### config.mk
export PLATFORM = sky130hd
export DESIGN_NAME = src_session_ctrl
export DESIGN_NICKNAME = d
export VERILOG_FILES = /design/src/src_pkg.sv /design/src/src_acc_if.sv /design/src/src_acc_table.sv /design/src/src_login_check.sv /design/src/src_session_ctrl.sv
export SDC_FILE = /design/constraint.sdc
export NUM_CORES = 1
export LEC_CHECK = 0
export ABC_AREA = 0
export ABC_CLOCK_PERIOD_IN_PS = 4100
export BUFFER_PORTS_ARGS = -buffer_cell sky130_fd_sc_hd__buf_2
export CORE_MARGIN = 5
export CORE_UTILIZATION = 40
export CTS_CLUSTER_DIAMETER = 150
export CTS_CLUSTER_SIZE = 40
export DETAILED_ROUTE_END_ITERATION = 10
export PLACE_DENSITY = 0.68
export REMOVE_ABC_BUFFERS = 1
export SLEW_MARGIN = 40
export SYNTH_ARGS = -nofsm -noshare
export SYNTH_HDL_FRONTEND = slang
export SYNTH_SLANG_ARGS = --single-unit
### constraint.sdc
create_clock -name i_clk_sys -period 4.1 [get_ports i_clk_sys]
set_input_delay 0.615 -clock i_clk_sys [delete_from_list [all_inputs] [get_ports i_clk_sys]]
set_output_delay 0.615 -clock i_clk_sys [all_outputs]
set_load 0.1 [all_outputs]
### src/src_pkg.sv
// Package of roles, account types, commands and limits for the session core
// Notes on behaviour
// - Power-up or restart puts both sides no-role
// - No operator accounts: only initiator login accepted
// - Initiator may init, create officer; no data-path
// - Operator login needs at least one account
// - Operator logout; boot moves session to data-path
// - Boot variant keeps command session, adds data-path
// - Officer only: migrate or unlock, session kept
// - Command side free, data-path held: operator login allowed
// - Both sides held: refuse all logins
// - Logout service or error clears command side
// - Logout service or error clears data-path side
// - Data-path no-role: preauth region read only
// - Auto authentication disabled in approved mode
// - Up to 128 operator accounts, excess rejected
// - Account type limits command-side roles
// - One initiator account, only with zero operators
// - Role chosen at login; change needs relogin
// - Initiator creates only one initial officer account
// - User account may take only user role
// - One dedicated auto-authentication account
// - After purge every role is refused
// - Migrate, update from officer; drive access not initiator
// - A side returns to no-role before role change
package src_pkg;
  // Command-handling side roles
  typedef enum logic [2:0] {
    SRC_CMD_NONE,
    SRC_CMD_INITIATOR,
    SRC_CMD_OFFICER,
    SRC_CMD_MANAGER,
    SRC_CMD_USER
  } src_cmd_role_t;

  // Data-path side roles
  typedef enum logic [1:0] {
    SRC_DP_NONE,
    SRC_DP_DRIVE_ACCESS,
    SRC_DP_KEY_MIGRATE,
    SRC_DP_PREAUTH_UPDATE
  } src_dp_role_t;

  // Account types stored per operator slot
  typedef enum logic [2:0] {
    SRC_ACC_EMPTY,
    SRC_ACC_OFFICER,
    SRC_ACC_INIT_OFFICER,
    SRC_ACC_MANAGER,
    SRC_ACC_USER
  } src_acc_t;

  // Host service requests
  typedef enum logic [3:0] {
    SRC_OP_NOP,
    SRC_OP_LOGIN_INIT,
    SRC_OP_LOGIN_OP,
    SRC_OP_LOGOUT_CMD,
    SRC_OP_LOGOUT_DP,
    SRC_OP_BOOT,
    SRC_OP_BOOT_KEEP,
    SRC_OP_MIGRATE,
    SRC_OP_UNLOCK,
    SRC_OP_CREATE,
    SRC_OP_DELETE,
    SRC_OP_RESTART,
    SRC_OP_PURGE,
    SRC_OP_INIT_CORE,
    SRC_OP_AUTO_AUTH
  } src_op_t;

  localparam int SRC_MAX_ACCOUNTS = 128;
  localparam int SRC_IDX_W = 7;
  localparam int SRC_CNT_W = 8;
  localparam logic [7:0] SRC_CNT_RESET = 8'h00;
endpackage : src_pkg

### src/src_acc_if.sv
// Interface carrying account table lookups and updates
interface src_acc_if #(parameter int IDX_W = 7, parameter int CNT_W = 8);
  import src_pkg::*;
  logic [IDX_W-1:0] idx;
  src_acc_t rd_type;
  logic [CNT_W-1:0] count;
  logic init_officer_exists;
  logic wr_en;
  src_acc_t wr_type;
  logic clear_all;
  modport table_side (input idx, wr_en, wr_type, clear_all,
    output rd_type, count, init_officer_exists);
  modport ctrl_side (output idx, wr_en, wr_type, clear_all,
    input rd_type, count, init_officer_exists);
endinterface : src_acc_if

### src/src_acc_table.sv
// Account type storage with count of live operator accounts
module src_acc_table #(
  parameter int DEPTH = src_pkg::SRC_MAX_ACCOUNTS
) (
  // Clock and reset
  input wire logic i_clk_sys,
  input wire logic i_rst_n,
  // Table port
  src_acc_if.table_side acc
);
  import src_pkg::*;

  initial begin
    if (DEPTH < 1 || DEPTH > (1 << SRC_IDX_W))
      $error("src_acc_table: DEPTH out of range");
  end

  src_acc_t type_reg [DEPTH];
  logic [SRC_CNT_W-1:0] count_reg;
  logic init_off_reg;

  wire logic old_live = (acc.rd_type != SRC_ACC_EMPTY);
  wire logic new_live = (acc.wr_type != SRC_ACC_EMPTY);
  wire logic was_init = (acc.rd_type == SRC_ACC_INIT_OFFICER);
  wire logic becomes_init = (acc.wr_type == SRC_ACC_INIT_OFFICER);

  // Read is combinational so the controller checks type in the same cycle
  assign acc.rd_type = type_reg[acc.idx];
  assign acc.count = count_reg;
  assign acc.init_officer_exists = init_off_reg;

  // Slot storage
  always_ff @(posedge i_clk_sys or negedge i_rst_n) begin
    if (!i_rst_n) begin
      for (int i = 0; i < DEPTH; i++) type_reg[i] <= SRC_ACC_EMPTY;
    end else if (acc.clear_all) begin
      for (int i = 0; i < DEPTH; i++) type_reg[i] <= SRC_ACC_EMPTY;
    end else if (acc.wr_en) begin
      type_reg[acc.idx] <= acc.wr_type;
    end
  end

  // Live count and initial officer flag follow every write
  always_ff @(posedge i_clk_sys or negedge i_rst_n) begin
    if (!i_rst_n) begin
      count_reg <= SRC_CNT_RESET;
      init_off_reg <= 1'b0;
    end else if (acc.clear_all) begin
      count_reg <= SRC_CNT_RESET;
      init_off_reg <= 1'b0;
    end else if (acc.wr_en) begin
      if (new_live && !old_live) count_reg <= count_reg + 8'h01;
      else if (!new_live && old_live) count_reg <= count_reg - 8'h01;
      if (becomes_init) init_off_reg <= 1'b1;
      else if (was_init) init_off_reg <= 1'b0;
    end
  end
endmodule : src_acc_table

### src/src_login_check.sv
// Pure decision logic for logins and data-path transitions
module src_login_check (
  // Present state
  input wire src_pkg::src_cmd_role_t i_cmd_role,
  input wire src_pkg::src_dp_role_t i_dp_role,
  input wire logic i_purged,
  input wire logic i_approved_mode,
  input wire logic i_initiator_ready,
  // Request
  input wire src_pkg::src_op_t i_op,
  input wire src_pkg::src_cmd_role_t i_want_role,
  input wire src_pkg::src_acc_t i_acc_type,
  input wire logic i_acc_idx_ok,
  input wire logic [7:0] i_acc_count,
  // Decision
  output logic o_login_ok,
  output logic o_dp_ok
);
  import src_pkg::*;

  // Role allowed by account type, role chosen at login
  function automatic logic type_allows(src_acc_t t, src_cmd_role_t r);
    case (t)
      SRC_ACC_OFFICER, SRC_ACC_INIT_OFFICER:
        type_allows = (r == SRC_CMD_OFFICER) || (r == SRC_CMD_MANAGER) ||
                      (r == SRC_CMD_USER);
      SRC_ACC_MANAGER:
        type_allows = (r == SRC_CMD_MANAGER) || (r == SRC_CMD_USER);
      SRC_ACC_USER: type_allows = (r == SRC_CMD_USER);
      default: type_allows = 1'b0;
    endcase
  endfunction : type_allows

  wire logic no_ops = (i_acc_count == 8'h00);
  wire logic cmd_free = (i_cmd_role == SRC_CMD_NONE);
  wire logic dp_free = (i_dp_role == SRC_DP_NONE);
  wire logic cmd_not_init = !cmd_free && (i_cmd_role != SRC_CMD_INITIATOR);
  wire logic is_officer = (i_cmd_role == SRC_CMD_OFFICER);
  // Both sides held blocks every login; a free command side is needed
  wire logic login_slot = cmd_free && !i_purged;
  wire logic init_ok = login_slot && no_ops && dp_free &&
                       i_initiator_ready;
  wire logic op_ok = login_slot && !no_ops && i_acc_idx_ok &&
                     type_allows(i_acc_type, i_want_role);
  wire logic boot_ok = dp_free && cmd_not_init && !i_purged;
  wire logic off_ok = dp_free && is_officer && !i_purged;
  wire logic auto_ok = dp_free && cmd_free && !i_purged &&
                       !i_approved_mode;

  assign o_login_ok = (i_op == SRC_OP_LOGIN_INIT) ? init_ok :
                      (i_op == SRC_OP_LOGIN_OP) ? op_ok : 1'b0;
  assign o_dp_ok = (i_op == SRC_OP_BOOT || i_op == SRC_OP_BOOT_KEEP) ?
                   boot_ok :
                   (i_op == SRC_OP_MIGRATE || i_op == SRC_OP_UNLOCK) ?
                   off_ok :
                   (i_op == SRC_OP_AUTO_AUTH) ? auto_ok : 1'b0;
endmodule : src_login_check

### src/src_session_ctrl.sv
// Top-level session and role controller
module src_session_ctrl (
  // Clock and reset
  input wire logic i_clk_sys,
  input wire logic i_rst_n,
  // Host request
  input wire logic i_req_valid,
  input wire src_pkg::src_op_t i_req_op,
  input wire logic [6:0] i_req_acc_idx,
  input wire src_pkg::src_cmd_role_t i_req_role,
  input wire src_pkg::src_acc_t i_req_acc_type,
  // Events and mode
  input wire logic i_error_event,
  input wire logic i_approved_mode,
  // Drive region access request
  input wire logic i_preauth_wr_req,
  input wire logic i_preauth_rd_req,
  // Answer
  output logic o_resp_valid,
  output logic o_resp_ok,
  // Role state
  output src_pkg::src_cmd_role_t o_cmd_role,
  output src_pkg::src_dp_role_t o_dp_role,
  output logic [6:0] o_cmd_acc_idx,
  output logic [7:0] o_acc_count,
  output logic o_purged,
  output logic o_core_initialized,
  // Region permissions
  output logic o_preauth_rd_en,
  output logic o_preauth_wr_en
);
  import src_pkg::*;

  src_acc_if #(.IDX_W(SRC_IDX_W), .CNT_W(SRC_CNT_W)) acc ();

  src_cmd_role_t cmd_role_reg, cmd_role_next;
  src_dp_role_t dp_role_reg, dp_role_next;
  logic [6:0] cmd_idx_reg, cmd_idx_next;
  logic purged_reg, purged_next;
  logic init_done_reg, init_done_next;
  logic resp_valid_reg, resp_ok_reg, ok_next;
  logic login_ok, dp_ok;

  // Account table
  src_acc_table #(.DEPTH(SRC_MAX_ACCOUNTS)) u_table (
    .i_clk_sys(i_clk_sys),
    .i_rst_n(i_rst_n),
    .acc(acc)
  );

  // Decision logic
  src_login_check u_check (
    .i_cmd_role(cmd_role_reg),
    .i_dp_role(dp_role_reg),
    .i_purged(purged_reg),
    .i_approved_mode(i_approved_mode),
    .i_initiator_ready(1'b1),
    .i_op(i_req_op),
    .i_want_role(i_req_role),
    .i_acc_type(acc.rd_type),
    .i_acc_idx_ok(1'b1),
    .i_acc_count(acc.count),
    .o_login_ok(login_ok),
    .o_dp_ok(dp_ok)
  );

  // Request decode
  wire logic req = i_req_valid && !i_error_event;
  wire logic op_login = (i_req_op == SRC_OP_LOGIN_INIT) ||
                        (i_req_op == SRC_OP_LOGIN_OP);
  wire logic op_dp = (i_req_op == SRC_OP_BOOT) ||
                     (i_req_op == SRC_OP_BOOT_KEEP) ||
                     (i_req_op == SRC_OP_MIGRATE) ||
                     (i_req_op == SRC_OP_UNLOCK) ||
                     (i_req_op == SRC_OP_AUTO_AUTH);
  wire logic is_initiator = (cmd_role_reg == SRC_CMD_INITIATOR);
  wire logic can_manage = (cmd_role_reg == SRC_CMD_OFFICER) ||
                          (cmd_role_reg == SRC_CMD_MANAGER);
  wire logic slot_empty = (acc.rd_type == SRC_ACC_EMPTY);
  wire logic table_full = (acc.count == 8'(SRC_MAX_ACCOUNTS));
  // Initiator may only add the single initial officer account
  wire logic init_create_ok = is_initiator && init_done_reg &&
    (i_req_acc_type == SRC_ACC_INIT_OFFICER) &&
    !acc.init_officer_exists;
  // Officer and manager add ordinary accounts; manager never adds officers
  wire logic op_create_ok = can_manage &&
    (i_req_acc_type != SRC_ACC_INIT_OFFICER) &&
    (i_req_acc_type != SRC_ACC_EMPTY) &&
    ((cmd_role_reg == SRC_CMD_OFFICER) ||
     (i_req_acc_type != SRC_ACC_OFFICER));
  wire logic create_ok = (i_req_op == SRC_OP_CREATE) && req &&
    !purged_reg && slot_empty && !table_full &&
    (init_create_ok || op_create_ok);
  wire logic delete_ok = (i_req_op == SRC_OP_DELETE) && req &&
    (cmd_role_reg == SRC_CMD_OFFICER) && !slot_empty &&
    (i_req_acc_idx != cmd_idx_reg);
  wire logic init_core_ok = (i_req_op == SRC_OP_INIT_CORE) && req &&
    is_initiator;
  wire logic role_from_acc = (i_req_op == SRC_OP_LOGIN_OP);

  // Data-path role that a granted transition enters
  function automatic src_dp_role_t dp_target(src_op_t op);
    case (op)
      SRC_OP_MIGRATE: dp_target = SRC_DP_KEY_MIGRATE;
      SRC_OP_UNLOCK: dp_target = SRC_DP_PREAUTH_UPDATE;
      default: dp_target = SRC_DP_DRIVE_ACCESS;
    endcase
  endfunction : dp_target

  // Table access
  assign acc.idx = i_req_acc_idx;
  assign acc.wr_en = create_ok || delete_ok;
  assign acc.wr_type = delete_ok ? SRC_ACC_EMPTY : i_req_acc_type;
  assign acc.clear_all = 1'b0;

  // Next state of both sides
  always_comb begin
    cmd_role_next = cmd_role_reg;
    dp_role_next = dp_role_reg;
    cmd_idx_next = cmd_idx_reg;
    purged_next = purged_reg;
    init_done_next = init_done_reg;
    ok_next = 1'b0;
    if (i_error_event) begin
      cmd_role_next = SRC_CMD_NONE;
      dp_role_next = SRC_DP_NONE;
    end else if (req) begin
      case (i_req_op)
        SRC_OP_LOGIN_INIT, SRC_OP_LOGIN_OP: begin
          if (login_ok) begin
            cmd_role_next = role_from_acc ? i_req_role : SRC_CMD_INITIATOR;
            cmd_idx_next = i_req_acc_idx;
            ok_next = 1'b1;
          end
        end
        SRC_OP_LOGOUT_CMD: begin
          ok_next = (cmd_role_reg != SRC_CMD_NONE);
          cmd_role_next = SRC_CMD_NONE;
        end
        SRC_OP_LOGOUT_DP: begin
          ok_next = (dp_role_reg != SRC_DP_NONE);
          dp_role_next = SRC_DP_NONE;
        end
        SRC_OP_BOOT, SRC_OP_BOOT_KEEP, SRC_OP_MIGRATE, SRC_OP_UNLOCK,
        SRC_OP_AUTO_AUTH: begin
          if (dp_ok) begin
            dp_role_next = dp_target(i_req_op);
            if (i_req_op == SRC_OP_BOOT)
              cmd_role_next = SRC_CMD_NONE;
            ok_next = 1'b1;
          end
        end
        SRC_OP_CREATE, SRC_OP_DELETE: begin
          ok_next = create_ok || delete_ok;
        end
        SRC_OP_INIT_CORE: begin
          if (init_core_ok) init_done_next = 1'b1;
          ok_next = init_core_ok;
        end
        SRC_OP_PURGE: begin
          if (can_manage) begin
            purged_next = 1'b1;
            cmd_role_next = SRC_CMD_NONE;
            dp_role_next = SRC_DP_NONE;
            ok_next = 1'b1;
          end
        end
        SRC_OP_RESTART: begin
          cmd_role_next = SRC_CMD_NONE;
          dp_role_next = SRC_DP_NONE;
          ok_next = 1'b1;
        end
        default: ok_next = 1'b0;
      endcase
    end
  end

  // Role state, reset leaves both sides with no role
  always_ff @(posedge i_clk_sys or negedge i_rst_n) begin
    if (!i_rst_n) begin
      cmd_role_reg <= SRC_CMD_NONE;
      dp_role_reg <= SRC_DP_NONE;
      cmd_idx_reg <= 7'h00;
    end else begin
      cmd_role_reg <= cmd_role_next;
      dp_role_reg <= dp_role_next;
      cmd_idx_reg <= cmd_idx_next;
    end
  end

  // Core flags; purge is held until reset since parameters are gone
  always_ff @(posedge i_clk_sys or negedge i_rst_n) begin
    if (!i_rst_n) begin
      purged_reg <= 1'b0;
      init_done_reg <= 1'b0;
    end else begin
      purged_reg <= purged_next;
      init_done_reg <= init_done_next;
    end
  end

  // Answer, one cycle after the request; a refusal changes nothing except that an error event clears both sides
  always_ff @(posedge i_clk_sys or negedge i_rst_n) begin
    if (!i_rst_n) begin
      resp_valid_reg <= 1'b0;
      resp_ok_reg <= 1'b0;
    end else begin
      resp_valid_reg <= i_req_valid;
      resp_ok_reg <= ok_next;
    end
  end

  assign o_resp_valid = resp_valid_reg;
  assign o_resp_ok = resp_ok_reg;
  assign o_cmd_role = cmd_role_reg;
  assign o_dp_role = dp_role_reg;
  assign o_cmd_acc_idx = cmd_idx_reg;
  assign o_acc_count = acc.count;
  assign o_purged = purged_reg;
  assign o_core_initialized = init_done_reg;

  // Preauth region: read with no data-path role or update role, write via update role
  assign o_preauth_rd_en = i_preauth_rd_req && !purged_reg &&
    ((dp_role_reg == SRC_DP_NONE) ||
     (dp_role_reg == SRC_DP_PREAUTH_UPDATE));
  assign o_preauth_wr_en = i_preauth_wr_req &&
    (dp_role_reg == SRC_DP_PREAUTH_UPDATE);
endmodule : src_session_ctrl

==> flow_summary.yaml <==
cts:
  clockRootBuffer: "clkbuf_16"
  clockBufferDepth: 3
  holdBufCountCts: 0
  cts_tree: "done"
  clk_latency_ps: 570
  clk_pin_slew_ps: 150
  htreeDepth: 1
  numCtsBuffers: 14
  cts_sinks: 409
synthesis:
  ys_types: 69
  netlist.top_cell.by_area: "dfrtp_1"
  synth_edf_count: 0
  synth_seq_cells: 409
  syn_avg_cell_area_um2: 13.75
  yosysSeqAreaShare_pct: 48.46
  synth_most_common_cell: "dfrtp_1"
  synth_top_family_by_area: "multiplexers"
  async_reset_ff_share_pct: 100.0
  synthXorXnorAreaFrac_pct: 0.6221
  syn-cell-area_um2: 21120
  synth_compound_area_share_pct: 4.935
  synthCells: 1536
  muxShareOfSynthArea_pct: 32.11
  synthTopCellsByCount: "dfrtp_1, mux2_2, mux2_1, mux4_2, mux2_4"
  synth-main-ff-cell: "dfrtp_1"
  synth_warnings: 0
  synth_adder_area_share_pct: 0.6280
  yosys-top-cells-area: "dfrtp_1, mux2_2, mux4_2"
  yosys.area_share.simple_pct: 9.627
  yosys.area.top_type_share_pct: 48.46
power_and_ir_drop:
  p_int_mw: 5.059
  p_seq_share_pct: 58.7
  finalPower_mw: 6.924
  power.switching_mw: 1.865
  vdd_drop_max_v: 0.0002628
  p_per_area_nw_per_um2: 286.0
  power.share.clock_pct: 28.2
  power_frac_comb_pct: 13.1
  leakage_nw: 11.66
  swShare_pct: 26.94
final_layout:
  largest_reg_flops: 384
  final_net_count: 1729
  drive_gt1_share_pct: 46.23
  fin_util_pct: 46.16
  area_growth_syn_to_layout_pct: 14.62
  seqCellArea_um2: 10230
  final_cells: 2384
  antenna_cells: 0
  fillers: 4576
  multiInputGateArea_um2: 10380
status:
  violations: "setup timing"
  status: "finished with violations"
place:
  dp_cells: 2362
  portBuffers: 49
  routabilityCongestion: 0.9137
  dp_hpwl_mm: 38.43
drt:
  top_layer: "met4"
  drt-vias-per-instance: 5.812
  ant_nets: 0
  vias: 13860
  route.layer.met1.wl_mm: 25.02
  met2RoutedLength_mm: 25.71
  dr_wl_met3_mm: 2.770
  routed_wl_mm: 54.77
  drc: 0
  wl_per_cell_um: 22.97
  first_pass_iters: 5
  drt_iter0_drc: 1288
timing:
  finalHoldViolCount: 0
  whs_ps: 44.17
  setup_viol: 1
  fmaxAchievable_ghz: 0.2322
  finClkSkew_ps: 49.91
  rsz0062_at_grt: "true"
  fin_crit_ps: 4306
  finalMaxSlewViolations: 0
  min_period_over_period_pct: 105.0
  tightest_slew_ps: 784.2
  relSlewSlack_pct: 47.72
  setup_slack_ps: -205.9
floorplanning:
  boundaryPins: 50
  die_w_um: 239.8
  dieArea_um2: 57490
  fp-row-count: 84
  die-height_um: 239.8
  design.core.area_um2: 52450
  start_util_pct: 40.27
worst_setup_path:
  path_class: "in2reg"
  cp-end-kind: "flip-flop"
  crit_path_top_delay_cell: "mux4_2"
  crit_buf_inv: 4
  path_depth: 23
  path_delay_family: "compound AO/OA/AOI/OAI gates"
  critPathArrivalTime_ps: 4720
  cp_cell_sequence: "buf_6, buf_4, mux4_2, a211oi_1, o41ai_2, buf_4, nand3_2, nor4_4, or3_4, nand2_2, o31a_1, ha_2, inv_2, ha_4, a21o_1, a21oi_2, o21bai_1, a21oi_1, o21bai_1, a21oi_1, xnor2_1, nor3_2, xor2_1"
  cp_slowest_stage_delay_ps: 530
  worstPathRequired_ps: 4510
  start_kind: "input pin"
  reg2reg_depth: 21
  critPathMaxFanout: 10
grt:
  grt_max_degree: 103
  overflow: 0
  antenna_found_initial: 0
  globalRouteTotalUtil_pct: 18.85
  grt_pass1_wl_mm: 86.51
  grt_pass1_vias: 14290
run:
  drv_cap: 0
hold_path:
  min_path_type: "in2async"
stage by stage:
step | worst slack [ps] | setup TNS, ps | cell area [µm²]
after floorplan | -5264 | -1987570 | 20410
after global placement | -974.5 | -192400 | 23470
after detailed placement | -1042 | -198770 | 23480
after CTS | -171.0 | -171.0 | 24020
after global routing | -444.4 | -790.5 | 24210
final | -205.9 | -205.9 | 24210
path summary, 6_finish.rpt:
| path | startpoint | to | slack, ps |
|---|---|---|---|
| worst min-delay path | i_rst_n | u_table.type_reg[147] | 40 |
| min in group i_clk_sys | i_req_valid | o_resp_valid | 190 |
| worst min register to register | u_table.type_reg[257] | u_table.type_reg[257] | 500 |
| worst max register to register | u_table.type_reg[223] | u_table.acc.count[7] | -190 |
| worst max-delay path | i_req_acc_idx[0] | u_table.acc.count[7] | -210 |
| max in group asynchronous | i_rst_n | u_table.type_reg[358] | 3090 |
power by group through the flow:
stage                     Sequential (mW)  Clock, mW  Combinational, mW
after floorplan                      4.22          0              0.273
after global placement               4.14          0              0.850
after detailed placement             4.14          0              0.863
after CTS                            4.06       2.01              0.881
after global routing                 4.07       2.13              0.972
final                                4.06       1.95              0.908
layout by cell type, fill, tap and decap left out, types with 24 or more instances in the layout:
cell type  netlist  routed
or3_4           63      64
dfrtp_1        409     409
mux2_2         232     232
buf_2           18      45
nor3_1          25      24
mux2i_1         43      37
a21oi_1         27      24
mux2_1          96      96
o22ai_1         26      25
buf_12           0      28
or3_1           27      25
nand2_1         56      54
buf_4           13     181
mux4_2          72      72
o21ai_0         28      25
mux2_4          69      69
timing repair:
action,4_1_cts,5_1_grt
endpoints found under the setup margin,37,6
gates resized for setup,25,32
endpoints found under the hold margin,0,0
pin swaps,12,22
buffers inserted,1,4
area by class of cell:
| cell class | count | share of cell area, % |
|---|---|---|
| Sequential cell | 409 | 42.28 |
| Inverter | 14 | 0.2171 |
| Multi-Input combinational cell | 992 | 42.88 |
| Clock buffer | 15 | 1.551 |
| Timing Repair Buffer | 264 | 9.355 |
| Tap cell | 688 | 3.556 |
| Clock inverter | 2 | 0.1602 |
layer usage:
metal / global-route usage (%) / up-vias
li1: - / 6021
met1: 27.93 / 7337
met2: 30.19 / 415
met3: 1.946 / 82
met4: 4.358 / 0
met5: 0 / -
kinds of logic after synthesis:
group	after synthesis
flops	409
xor+xnor	15
simple gates	299
fa+ha+maj	10
mux	512
compound gates	156
buf+inv	135
Note: power is estimated with default switching activity, not from simulation.
